**src/hdl/flmc_pkg.sv**
```systemverilog
package flmc_pkg;

    // Register byte offsets on the AXI4-Lite slave
    localparam logic [7:0] REG_CTRL       = 8'h00;
    localparam logic [7:0] REG_STATUS     = 8'h04;
    localparam logic [7:0] REG_IRQ_STATUS = 8'h08;
    localparam logic [7:0] REG_IRQ_MASK   = 8'h0c;
    localparam logic [7:0] REG_AUDIO      = 8'h10;

    // Control register fields
    localparam int CTRL_MUTE_BIT   = 0;
    localparam logic [31:0] CTRL_RESET = 32'h0000_0001;

    // Status register fields above the five fault bits
    localparam int STAT_SHDN_BIT   = 8;
    localparam int STAT_SEL_BIT    = 9;
    localparam int STAT_FAULT_BIT  = 10;
    localparam int STAT_HIZ_BIT    = 11;

    // Audio register: left sample low byte, right sample next byte
    localparam int AUDIO_L_LSB = 0;
    localparam int AUDIO_R_LSB = 8;

    // Carrier and duty figures
    localparam int CARRIER_W    = 8;
    localparam int IDLE_PERCENT = 15;
    localparam int HALF_PERCENT = 50;

    // AXI response codes
    localparam logic [1:0] RESP_OKAY   = 2'h0;
    localparam logic [1:0] RESP_SLVERR = 2'h2;

    // Protection events, one bit each; also the interrupt layout
    typedef struct packed {
        logic ovr_volt;   // Supply too high, self-clearing
        logic undr_volt;  // Supply too low, self-clearing
        logic dc_offset;  // Output offset too high, latched
        logic over_temp;  // Die above trip point, latched
        logic short_ckt;  // Output over-current, latched
    } flmc_evt_s;

    localparam int EVT_W = $bits(flmc_evt_s);
    localparam int LATCH_N = 3;

    // Bridge state, one-hot
    typedef enum logic [1:0] {
        BR_HIZ = 2'h1,
        BR_RUN = 2'h2
    } flmc_bridge_e;

endpackage

```
**src/hdl/flmc_fault_latch.sv**
```systemverilog
`timescale 1ns/1ps
`default_nettype none

// Sticky fault flag, set has priority over clear
module flmc_fault_latch (
    input  wire logic clk,
    input  wire logic rst_n,
    input  wire logic set_i,
    input  wire logic clr_i,
    output var  logic latched_q
);

    // Set beats clear so an event during clearing is not lost
    always_ff @(posedge clk or negedge rst_n) begin
        if (!rst_n) begin
            latched_q <= 1'b0;
        end else if (set_i) begin
            latched_q <= 1'b1;
        end else if (clr_i) begin
            latched_q <= 1'b0;
        end
    end

endmodule

`default_nettype wire

```
**src/hdl/flmc_pwm_ch.sv**
```systemverilog
`timescale 1ns/1ps
`default_nettype none

// One bridge channel: signed sample to positive and negative half duty
module flmc_pwm_ch #(
    parameter int W = flmc_pkg::CARRIER_W
) (
    input  wire logic                clk,
    input  wire logic                rst_n,
    input  wire logic                step_en,   // Carrier advance pulse
    input  wire logic                single_md, // High selects single-side switching
    input  wire logic signed [W-1:0] sample,
    output var  logic                pos_q,
    output var  logic                neg_q
);

    localparam int FULL = 1 << W;
    localparam logic signed [W+1:0] HALF =
        (W+2)'(FULL * flmc_pkg::HALF_PERCENT / 100);
    localparam logic signed [W+1:0] IDLE =
        (W+2)'(FULL * flmc_pkg::IDLE_PERCENT / 100);
    localparam logic signed [W+1:0] TOP = (W+2)'(FULL);

    logic        [W-1:0] cnt_q;          // Carrier ramp
    logic signed [W+1:0] pos_th_q;       // Thresholds held for a period
    logic signed [W+1:0] neg_th_q;
    logic signed [W+1:0] pos_th_d;
    logic signed [W+1:0] neg_th_d;
    logic signed [W+1:0] s_ext;

    // Clamp a threshold into the carrier range
    function automatic logic signed [W+1:0] clamp(input logic signed [W+1:0] v);
        if (v < 0) begin
            clamp = '0;
        end else if (v > TOP) begin
            clamp = TOP;
        end else begin
            clamp = v;
        end
    endfunction

    // Duty law for both schemes
    always_comb begin
        s_ext = (W+2)'(sample);
        if (single_md) begin
            // Idle at the low duty; the falling side rails to zero first
            pos_th_d = clamp(IDLE + s_ext);
            neg_th_d = clamp(IDLE - s_ext);
        end else begin
            // Centred on half duty, equal and opposite swing
            pos_th_d = clamp(HALF + (s_ext >>> 1));
            neg_th_d = clamp(HALF - (s_ext >>> 1));
        end
    end

    // Carrier ramp; thresholds load at wrap so no pulse is cut short
    always_ff @(posedge clk or negedge rst_n) begin
        if (!rst_n) begin
            cnt_q    <= '0;
            pos_th_q <= HALF;
            neg_th_q <= HALF;
        end else if (step_en) begin
            cnt_q <= cnt_q + 1'b1;
            if (cnt_q == '1) begin
                pos_th_q <= pos_th_d;
                neg_th_q <= neg_th_d;
            end
        end
    end

    // Both halves rise at carrier start, so idle edges stay in phase
    always_ff @(posedge clk or negedge rst_n) begin
        if (!rst_n) begin
            pos_q <= 1'b0;
            neg_q <= 1'b0;
        end else begin
            pos_q <= ((W+2)'(cnt_q) < pos_th_q);
            neg_q <= ((W+2)'(cnt_q) < neg_th_q);
        end
    end

endmodule

`default_nettype wire

```
**src/hdl/flmc_top.sv**
```systemverilog
// Design decisions made here: the register offsets and the AXI4-Lite slave port.
`timescale 1ns/1ps
`default_nettype none

// What this block does
// - Short-circuit latches and pulls fault output low
// - Short-circuit latch keeps bridge outputs high-impedance
// - Shutdown low pulse alone clears latches
// - Over-temperature flag latches, shuts down outputs
// - Over-temperature pulls fault low, same clear
// - Select low in-phase, high single-side
// - In-phase: halves rail-to-rail, idle in phase
// - In-phase: duty above/below half by polarity
// - Single-side: about fifteen percent idle duty
// - Single-side: falling half grounds, other modulates
// - Offset latches with fault; supply faults self-clear
module flmc_top #(
    parameter int CH_N    = 2,                    // Stereo channels
    parameter int PWM_DIV = 1,                    // Clocks per carrier step
    parameter int SMP_W   = flmc_pkg::CARRIER_W   // Sample width
) (
    input  wire logic            CLOCK,
    input  wire logic            RST_N,
    // Protection inputs from the analogue sensors, active high
    input  wire logic            SHORT_DET,
    input  wire logic            OVERTEMP_FLAG,
    input  wire logic            DC_OFFSET_DET,
    input  wire logic            UNDERVOLT_DET,
    input  wire logic            OVERVOLT_DET,
    // Control pins
    input  wire logic            SHUTDOWN_N,
    input  wire logic            MUTE_N,
    input  wire logic            MODULATION_SELECT,
    output var  logic            FAULT_FLAG_N,
    // Bridge halves; enable low while driving
    output var  logic [CH_N-1:0] POSITIVE_HALF_OUTPUT,
    output var  logic [CH_N-1:0] POSITIVE_HALF_OE_N,
    output var  logic [CH_N-1:0] NEGATIVE_HALF_OUTPUT,
    output var  logic [CH_N-1:0] NEGATIVE_HALF_OE_N,
    output var  logic            IRQ,
    // AXI4-Lite slave
    input  wire logic [7:0]      AWADDR,
    input  wire logic            AWVALID,
    output var  logic            AWREADY,
    input  wire logic [31:0]     WDATA,
    input  wire logic [3:0]      WSTRB,
    input  wire logic            WVALID,
    output var  logic            WREADY,
    output var  logic [1:0]      BRESP,
    output var  logic            BVALID,
    input  wire logic            BREADY,
    input  wire logic [7:0]      ARADDR,
    input  wire logic            ARVALID,
    output var  logic            ARREADY,
    output var  logic [31:0]     RDATA,
    output var  logic [1:0]      RRESP,
    output var  logic            RVALID,
    input  wire logic            RREADY
);

    localparam int DIV_W = (PWM_DIV > 1) ? $clog2(PWM_DIV) : 1;

    // Control and status state
    logic [31:0]               ctrl_q;        // Software control
    flmc_pkg::flmc_evt_s       irq_stat_q;    // Sticky interrupt events
    flmc_pkg::flmc_evt_s       irq_mask_q;    // Interrupt enables
    logic [31:0]               audio_q;       // Current samples
    flmc_pkg::flmc_evt_s       evt_now;       // Live fault picture
    flmc_pkg::flmc_evt_s       evt_prev_q;    // For rising-edge events
    logic [flmc_pkg::LATCH_N-1:0] latch_set;  // Latch set terms
    logic [flmc_pkg::LATCH_N-1:0] latch_q;    // Latched faults
    logic                      any_latch;
    logic                      hiz_req;
    flmc_pkg::flmc_bridge_e    bridge_q;
    logic                      bridge_hiz;
    // Carrier divider
    logic [DIV_W-1:0]          div_q;
    logic                      step_en_q;
    // Channel raw drive
    logic [CH_N-1:0]           pos_raw;
    logic [CH_N-1:0]           neg_raw;
    // AXI bookkeeping
    logic [7:0]                aw_addr_q;
    logic [31:0]               w_data_q;
    logic [3:0]                w_strb_q;
    logic                      aw_full_q;
    logic                      w_full_q;
    logic                      wr_go;
    logic                      wr_hit;
    logic [31:0]               wr_mask;
    logic [31:0]               rd_data;
    logic                      rd_hit;

    // Live conditions gathered into one event word
    always_comb begin
        evt_now.short_ckt = SHORT_DET;
        evt_now.over_temp = OVERTEMP_FLAG;
        evt_now.dc_offset = DC_OFFSET_DET;
        evt_now.undr_volt = UNDERVOLT_DET;
        evt_now.ovr_volt  = OVERVOLT_DET;
        latch_set = {evt_now.dc_offset, evt_now.over_temp, evt_now.short_ckt};
    end

    // Three protection latches; shutdown held low clears them.
    // Clearing on the low level rather than the release lets a fault
    // output looped into shutdown recover on its own.
    for (genvar i = 0; i < flmc_pkg::LATCH_N; i++) begin : g_latch
        flmc_fault_latch u_latch (
            .clk       (CLOCK),
            .rst_n     (RST_N),
            .set_i     (latch_set[i]),
            .clr_i     (!SHUTDOWN_N),
            .latched_q (latch_q[i])
        );
    end

    assign any_latch = |latch_q;

    // Every reason to float the bridge; supply faults act only while present
    assign hiz_req = any_latch
                   | evt_now.undr_volt | evt_now.ovr_volt
                   | !SHUTDOWN_N
                   | !MUTE_N
                   | ctrl_q[flmc_pkg::CTRL_MUTE_BIT];

    // Bridge state machine; leaving high impedance waits for carrier step
    // so the bridge starts driving on a carrier step, which need not be a period boundary
    always_ff @(posedge CLOCK or negedge RST_N) begin
        if (!RST_N) begin
            bridge_q <= flmc_pkg::BR_HIZ;
        end else begin
            unique case (bridge_q)
                flmc_pkg::BR_HIZ: begin
                    if (!hiz_req && step_en_q) begin
                        bridge_q <= flmc_pkg::BR_RUN;
                    end
                end
                flmc_pkg::BR_RUN: begin
                    if (hiz_req) begin
                        bridge_q <= flmc_pkg::BR_HIZ;
                    end
                end
                default: begin
                    bridge_q <= flmc_pkg::BR_HIZ;
                end
            endcase
        end
    end

    // Floats at once on a request, without waiting for the state update
    assign bridge_hiz = hiz_req || (bridge_q != flmc_pkg::BR_RUN);

    // Fault output low while any latch holds; supply faults do not show
    always_ff @(posedge CLOCK or negedge RST_N) begin
        if (!RST_N) begin
            FAULT_FLAG_N <= 1'b1;
        end else begin
            FAULT_FLAG_N <= !any_latch;
        end
    end

    // Carrier step enable divided from the system clock
    always_ff @(posedge CLOCK or negedge RST_N) begin
        if (!RST_N) begin
            div_q     <= '0;
            step_en_q <= 1'b0;
        end else if (div_q == DIV_W'(PWM_DIV - 1)) begin
            div_q     <= '0;
            step_en_q <= 1'b1;
        end else begin
            div_q     <= div_q + 1'b1;
            step_en_q <= 1'b0;
        end
    end

    // One modulator per channel; select pin picks the scheme
    for (genvar c = 0; c < CH_N; c++) begin : g_ch
        flmc_pwm_ch #(
            .W (SMP_W)
        ) u_ch (
            .clk       (CLOCK),
            .rst_n     (RST_N),
            .step_en   (step_en_q),
            .single_md (MODULATION_SELECT),
            .sample    (audio_q[c*SMP_W +: SMP_W]),
            .pos_q     (pos_raw[c]),
            .neg_q     (neg_raw[c])
        );
    end

    // Output stage: drive low and release enable whenever floating
    always_ff @(posedge CLOCK or negedge RST_N) begin
        if (!RST_N) begin
            POSITIVE_HALF_OUTPUT <= '0;
            NEGATIVE_HALF_OUTPUT <= '0;
            POSITIVE_HALF_OE_N   <= '1;
            NEGATIVE_HALF_OE_N   <= '1;
        end else if (bridge_hiz) begin
            POSITIVE_HALF_OUTPUT <= '0;
            NEGATIVE_HALF_OUTPUT <= '0;
            POSITIVE_HALF_OE_N   <= '1;
            NEGATIVE_HALF_OE_N   <= '1;
        end else begin
            POSITIVE_HALF_OUTPUT <= pos_raw;
            NEGATIVE_HALF_OUTPUT <= neg_raw;
            POSITIVE_HALF_OE_N   <= '0;
            NEGATIVE_HALF_OE_N   <= '0;
        end
    end

    // Interrupt events: rising edges of each live condition
    always_ff @(posedge CLOCK or negedge RST_N) begin
        if (!RST_N) begin
            evt_prev_q <= '0;
        end else begin
            evt_prev_q <= evt_now;
        end
    end

    // Sticky status, any write clears every bit in its strobed byte lanes; a new event beats the clear
    always_ff @(posedge CLOCK or negedge RST_N) begin
        if (!RST_N) begin
            irq_stat_q <= '0;
        end else begin
            irq_stat_q <= (irq_stat_q
                & ~((wr_go && wr_hit && aw_addr_q == flmc_pkg::REG_IRQ_STATUS)
                    ? wr_mask[flmc_pkg::EVT_W-1:0] : '0))
                | (evt_now & ~evt_prev_q);
        end
    end

    // Level interrupt while any unmasked event is pending
    always_ff @(posedge CLOCK or negedge RST_N) begin
        if (!RST_N) begin
            IRQ <= 1'b0;
        end else begin
            IRQ <= |(irq_stat_q & irq_mask_q);
        end
    end

    // Byte-lane mask from the held strobes
    always_comb begin
        for (int b = 0; b < 4; b++) begin
            wr_mask[b*8 +: 8] = {8{w_strb_q[b]}};
        end
    end

    assign wr_go  = aw_full_q && w_full_q && !BVALID;
    assign wr_hit = (aw_addr_q == flmc_pkg::REG_CTRL)
                 || (aw_addr_q == flmc_pkg::REG_IRQ_STATUS)
                 || (aw_addr_q == flmc_pkg::REG_IRQ_MASK)
                 || (aw_addr_q == flmc_pkg::REG_AUDIO);

    // Write address channel, taken independently of data
    always_ff @(posedge CLOCK or negedge RST_N) begin
        if (!RST_N) begin
            AWREADY   <= 1'b1;
            aw_full_q <= 1'b0;
            aw_addr_q <= '0;
        end else if (AWVALID && AWREADY) begin
            AWREADY   <= 1'b0;
            aw_full_q <= 1'b1;
            aw_addr_q <= {AWADDR[7:2], 2'h0};
        end else if (BVALID && BREADY) begin
            AWREADY   <= 1'b1;
            aw_full_q <= 1'b0;
        end
    end

    // Write data channel
    always_ff @(posedge CLOCK or negedge RST_N) begin
        if (!RST_N) begin
            WREADY   <= 1'b1;
            w_full_q <= 1'b0;
            w_data_q <= '0;
            w_strb_q <= '0;
        end else if (WVALID && WREADY) begin
            WREADY   <= 1'b0;
            w_full_q <= 1'b1;
            w_data_q <= WDATA;
            w_strb_q <= WSTRB;
        end else if (BVALID && BREADY) begin
            WREADY   <= 1'b1;
            w_full_q <= 1'b0;
        end
    end

    // Write response once both halves are in
    always_ff @(posedge CLOCK or negedge RST_N) begin
        if (!RST_N) begin
            BVALID <= 1'b0;
            BRESP  <= flmc_pkg::RESP_OKAY;
        end else if (wr_go) begin
            BVALID <= 1'b1;
            BRESP  <= wr_hit ? flmc_pkg::RESP_OKAY : flmc_pkg::RESP_SLVERR;
        end else if (BREADY) begin
            BVALID <= 1'b0;
        end
    end

    // Writable registers; status is read-only and ignores writes
    always_ff @(posedge CLOCK or negedge RST_N) begin
        if (!RST_N) begin
            ctrl_q     <= flmc_pkg::CTRL_RESET;
            irq_mask_q <= '0;
            audio_q    <= '0;
        end else if (wr_go) begin
            if (aw_addr_q == flmc_pkg::REG_CTRL) begin
                ctrl_q <= (ctrl_q & ~wr_mask) | (w_data_q & wr_mask);
            end
            if (aw_addr_q == flmc_pkg::REG_IRQ_MASK) begin
                irq_mask_q <= (irq_mask_q & ~wr_mask[flmc_pkg::EVT_W-1:0])
                            | (w_data_q[flmc_pkg::EVT_W-1:0]
                               & wr_mask[flmc_pkg::EVT_W-1:0]);
            end
            if (aw_addr_q == flmc_pkg::REG_AUDIO) begin
                audio_q <= (audio_q & ~wr_mask) | (w_data_q & wr_mask);
            end
        end
    end

    // Read decode; unmapped reads return zero with an error
    always_comb begin
        rd_data = '0;
        rd_hit  = 1'b1;
        unique case ({ARADDR[7:2], 2'h0})
            flmc_pkg::REG_CTRL: begin
                rd_data = ctrl_q;
            end
            flmc_pkg::REG_STATUS: begin
                rd_data[flmc_pkg::EVT_W-1:0] =
                    {evt_now.ovr_volt, evt_now.undr_volt, latch_q};
                rd_data[flmc_pkg::STAT_SHDN_BIT]   = !SHUTDOWN_N;
                rd_data[flmc_pkg::STAT_SEL_BIT]    = MODULATION_SELECT;
                rd_data[flmc_pkg::STAT_FAULT_BIT]  = !FAULT_FLAG_N;
                rd_data[flmc_pkg::STAT_HIZ_BIT]    = bridge_hiz;
            end
            flmc_pkg::REG_IRQ_STATUS: begin
                rd_data[flmc_pkg::EVT_W-1:0] = irq_stat_q;
            end
            flmc_pkg::REG_IRQ_MASK: begin
                rd_data[flmc_pkg::EVT_W-1:0] = irq_mask_q;
            end
            flmc_pkg::REG_AUDIO: begin
                rd_data = audio_q;
            end
            default: begin
                rd_hit = 1'b0;
            end
        endcase
    end

    // Read channel: answer one cycle after the address is taken
    always_ff @(posedge CLOCK or negedge RST_N) begin
        if (!RST_N) begin
            ARREADY <= 1'b1;
            RVALID  <= 1'b0;
            RDATA   <= '0;
            RRESP   <= flmc_pkg::RESP_OKAY;
        end else if (ARVALID && ARREADY) begin
            ARREADY <= 1'b0;
            RVALID  <= 1'b1;
            RDATA   <= rd_data;
            RRESP   <= rd_hit ? flmc_pkg::RESP_OKAY : flmc_pkg::RESP_SLVERR;
        end else if (RVALID && RREADY) begin
            ARREADY <= 1'b1;
            RVALID  <= 1'b0;
        end
    end

endmodule

`default_nettype wire

```
**config.mk**
```make
export PLATFORM = sky130hd
export DESIGN_NAME = flmc_top
export DESIGN_NICKNAME = d
export VERILOG_FILES = /design/src/hdl/flmc_pkg.sv /design/src/hdl/flmc_fault_latch.sv /design/src/hdl/flmc_pwm_ch.sv /design/src/hdl/flmc_top.sv
export SDC_FILE = /design/constraint.sdc
export NUM_CORES = 1
export LEC_CHECK = 0
export ABC_AREA = 1
export BUFFER_PORTS_ARGS = -buffer_cell sky130_fd_sc_hd__buf_4
export CORE_MARGIN = 1.5
export CORE_UTILIZATION = 40
export DETAILED_ROUTE_END_ITERATION = 7
export PLACE_DENSITY_LB_ADDON = 0.25
export SYNTH_ARGS = -nofsm -noshare
export SYNTH_HDL_FRONTEND = slang
export SYNTH_HIERARCHICAL = 1
export SYNTH_SLANG_ARGS = --single-unit
```
**constraint.sdc**
```tcl
create_clock -name CLOCK -period 3 [get_ports CLOCK]
set_input_delay 0.45 -clock CLOCK [delete_from_list [all_inputs] [get_ports CLOCK]]
set_output_delay 0.45 -clock CLOCK [all_outputs]
set_load 0.05 [all_outputs]
```
==> flow_summary_export.csv <==
group,metric,value,unit
global_route,pin_count_of_the_biggest_net_entering_global_routing,86,
clock_tree,tritoncts,"done",
logic_synthesis,synth.cell_area,11600,um2
critical_path,crit_fanout,38,
sta,skew,0.0265,ns
global_route,grt_pass1_vias,8877,
logic_synthesis,synth-seq-area-share,49.1,%
layout,layout-area-overhead-vs-synth,17.4,%
sta,report.final.hold_viol_count,0,
drt,avgViaCountPerCell,4.99,
floorplan,pin_count,118,
min_path,min-delay-path-class,"primary input to register",
status,outcome,"finished, final reports clean",
clock_tree,cts_buffer_depth,3,
drt,drt_drc,0,
placed_design,dp_hpwl,18.7,mm
critical_path,critical-path-max-stage-delay,0.55,ns
drt,drt-pass1-iter-count,5,
logic_synthesis,number_of_enable_type_register_cells_in_the_synthesized_netlist,0,
floorplan,floorplan.die_area,30000,um2
global_route,overflow,0,
job,maximum_capacitance_violations,0,
power,static_leakage,6.72,nW
placed_design,post-place-ws,1.10,ns
floorplan,fp.dieW,173,um
critical_path,worst-endpoint-arrival,2.36,ns
critical_path,worst_reg_to_reg_setup_slack,1.10,ns
critical_path,r2r-start,"ARREADY",
clock_tree,htree_levels,1,
placed_design,globalplace.congestion,0.858,
critical_path,critPathRequiredTime,3.47,ns
logic_synthesis,post_synth_num_cell_types,44,
logic_synthesis,synth_instances,1317,
critical_path,timing.critical_path.buf_inv,2,
logic_synthesis,synth-compound-area-share,12.5,%
logic_synthesis,synth-seq-cells,227,
sta,slew-limit-headroom,54.0,%
critical_path,worstSetupStartpointType,"register",
layout,n_antenna_cell,0,
layout,final_util,47.5,%
floorplan,die_h,173,um
sta,timing.final.crit_period,1.90,ns
sta,finalSetupViolCount,0,
drt,route.antenna.remaining_nets,0,
clock_tree,tritoncts.num_buffers,26,
layout,proportion_of_layout_cells_with_a_drive_suffix_above_1,20.9,%
logic_synthesis,synth_xor_area_share,1.51,%
global_route,grt.total_usage,18.1,%
logic_synthesis,arithmetic_cell_share_of_the_synthesized_area_counting_full_adders_half_adders_and_majority_gates,4.10,%
critical_path,worst_path_dominant_cell_family,"buffers and inverters",
logic_synthesis,postSynthAreaPerCell,8.80,um2
sta,unrepaired_setup_endpoints_after_global_routing,"no",
power,worst_ir_drop_vdd,0.897,mV
logic_synthesis,ys_warn_count,6,
floorplan,start_util,40.5,%
layout,nets,1519,
global_route,grt_pass1_wl,44.8,mm
logic_synthesis,share_of_flip_flops_with_an_asynchronous_set_or_reset,100,%
logic_synthesis,synth_top_family_by_area,"simple AND/OR/NAND/NOR gates",
sta,pins_over_their_slew_limit,0,
clock_tree,cts.sink_count,227,
logic_synthesis,post_synth_and_or_nand_nor_area_fraction,24.1,%
critical_path,path_cells,"nand2_1, inv_2, buf_4, nor2_1, a31oi_1",
placed_design,detailed_place.area,12700,um2
drt,drt-initial-drc-count,544,
clock_tree,clk_latency,0.55,ns
sta,final_critical_path_setup_slack,1.10,ns
min_path,min-delay-start,"DC_OFFSET_DET",
drt,routed-via-count,9071,
placed_design,port-buffer-count,111,
drt,routedWlPerCell,14.6,um
power,total_power,0.0124,W
global_route,antenna_found_initial,1,
sta,transition_time_of_the_tightest_slew_check_pin,0.690,ns
critical_path,timing.rr.end,"RDATA[22]",
sta,achievable-frequency,527,MHz
drt,routed_wirelength,26.6,mm
floorplan,core_region_area,28600,um2
min_path,hold_depth,1,
critical_path,ff2ff_path_depth,5,
critical_path,critPathSlowestCell,"sky130_fd_sc_hd__inv_2",
critical_path,end_kind,"register",
min_path,timing.hold.worst_endpoint,"evt_prev_q[2]",
layout,design_area,13600,um2
clock_tree,clock_pin_slew_reported_for_the_worst_setup_and_hold_paths_after_clock_tree_synthesis,0.06,ns
logic_synthesis,synth_top_flop_cell,"sky130_fd_sc_hd__dfrtp_1",
sta,finalCritPeriodShare,63.2,%
floorplan,core.rowCount,62,
sta,tns,0,ns
logic_synthesis,synthMuxAreaShare,0.680,%
layout,layout.filler_cells,2773,
power,power_density,912,nW/um2
clock_tree,clockRootBuffer,"sky130_fd_sc_hd__clkbuf_16",
critical_path,setup.worst_path.class,"register to register",
==> state kept, by name, summed over array words and instances, names as in the netlist, 3 cells and up <==
register / count
RDATA: 32
audio_q: 32
aw_addr_q: 6
ctrl_q: 32
evt_prev_q: 5
g_ch.u_ch/cnt_q: 16
g_ch.u_ch/neg_th_q: 16
g_ch.u_ch/pos_th_q: 16
g_latch.u_latch/latched_q: 3
irq_mask_q: 5
irq_stat_q: 5
w_data_q: 32
w_strb_q: 4
==> timing repair <==
action                                  CTS  global route
hold endpoints to repair                 74             0
buffers inserted                          0             0
hold buffers                              1             0
gates resized for setup                   0             0
endpoints found under the setup margin    0             0
==> final cells by class <==
class,count,area (um2),share of cell area [%]
inverter,147,554,4.07
clock inverter,11,160,1.18
sequential,227,5690,41.8
multi-input combinational,884,5000,36.7
tap,384,480,3.53
timing repair buffer,128,1010,7.41
clock buffer,37,712,5.23
==> report_power, final <==
part,internal (W),switching [W],total [W]
Clock,0.00192,0.00128,0.00320
Combinational,0.00150,0.00288,0.00438
Sequential,0.00398,0.000842,0.00482
==> cells by family (layout without fill, tap and decap cells) <==
group / after synthesis / after routing
buffers and inverters: 207 / 323
AOI/OAI and AO/OA: 222 / 222
muxes: 7 / 7
and+or+nand+nor: 594 / 594
adders and majority gates: 38 / 38
xor gates and xnor gates: 20 / 20
other: 2 / 3
DFF: 227 / 227
==> worst max-delay path by stage <==
| stage | start | to | slack, ns | depth (start not counted) |
|---|---|---|---|---|
| 6_report | ARREADY | RDATA[22] | 1.10 | 5 |
| 5_1_grt | ARREADY | RDATA[22] | 0.94 | 5 |
| 4_1_cts | ARREADY | RDATA[22] | 1.09 | 5 |
| 3_5_place_dp | ARREADY | RDATA[30] | 1.10 | 5 |
| 3_3_place_gp | MODULATION_SELECT | g_ch[1].u_ch/neg_th_q[0] | 1.13 | 4 |
| 2_1_floorplan | BVALID | audio_q[15] | 1.42 | 7 |
==> synthesized netlist by cell type, types with 10 or more instances <==
| master | instances | area share [%] |
|---|---|---|
| sky130_fd_sc_hd__dfstp_2 | 11 | 2.5 |
| sky130_fd_sc_hd__buf_4 | 10 | 0.65 |
| sky130_fd_sc_hd__a31oi_1 | 23 | 1.2 |
| sky130_fd_sc_hd__dfrtp_1 | 216 | 47 |
| sky130_fd_sc_hd__inv_1 | 137 | 4.4 |
| sky130_fd_sc_hd__buf_2 | 13 | 0.56 |
| sky130_fd_sc_hd__nand3_1 | 56 | 2.4 |
| sky130_fd_sc_hd__nor2_4 | 10 | 0.97 |
| sky130_fd_sc_hd__xor2_1 | 16 | 1.2 |
| sky130_fd_sc_hd__a21oi_2 | 18 | 1.4 |
| sky130_fd_sc_hd__ha_1 | 38 | 4.1 |
| sky130_fd_sc_hd__o21ai_0 | 27 | 1.2 |
| sky130_fd_sc_hd__nor2_1 | 166 | 5.4 |
| sky130_fd_sc_hd__nand4_1 | 87 | 4.7 |
| sky130_fd_sc_hd__nand2_1 | 244 | 7.9 |
| sky130_fd_sc_hd__o21ai_2 | 56 | 4.2 |
| sky130_fd_sc_hd__clkbuf_1 | 25 | 0.81 |
| sky130_fd_sc_hd__a21oi_1 | 88 | 3.8 |
==> cells in the final DEF (no fill, tap or decap), types with 4 or more instances in the layout <==
cell type                   instances
sky130_fd_sc_hd__dfstp_2           11
sky130_fd_sc_hd__buf_4            123
sky130_fd_sc_hd__clkbuf_16         26
sky130_fd_sc_hd__clkbuf_1           9
sky130_fd_sc_hd__inv_2              4
sky130_fd_sc_hd__xor2_1            16
sky130_fd_sc_hd__ha_1              38
sky130_fd_sc_hd__mux2_2             7
sky130_fd_sc_hd__nand2_2            5
sky130_fd_sc_hd__nand4_1           87
sky130_fd_sc_hd__xnor2_1            4
sky130_fd_sc_hd__a31oi_1           23
sky130_fd_sc_hd__o21ai_0           27
sky130_fd_sc_hd__nand2_1          243
sky130_fd_sc_hd__nor2_4            11
sky130_fd_sc_hd__o211a_1            4
sky130_fd_sc_hd__nor2_1           164
sky130_fd_sc_hd__nand3b_1           4
sky130_fd_sc_hd__inv_1            137
sky130_fd_sc_hd__dfrtp_1          216
sky130_fd_sc_hd__a21oi_2           18
sky130_fd_sc_hd__nand3_1           56
sky130_fd_sc_hd__clkinv_1           4
sky130_fd_sc_hd__a21oi_1           88
sky130_fd_sc_hd__nand2_4            8
sky130_fd_sc_hd__clkinv_2           7
sky130_fd_sc_hd__o21ai_2           56
==> through the flow <==
stage                     instances  hold WS, ns
after detailed placement       1769        0.410
after floorplan                1318        0.154
final                          1818       0.0229
after global routing           1818      0.00967
after global placement         1769        0.408
after CTS                      1818      0.00274
==> layer usage <==
metal	global-route usage (%)	wire (um)	vias up
met5	0	17	-
met4	5.07	671	2
met3	2.57	1160	35
met2	30.5	12500	203
met1	24.4	12200	4286
li1	-	-	4545
No activity file was read; power rests on OpenSTA's default activity.
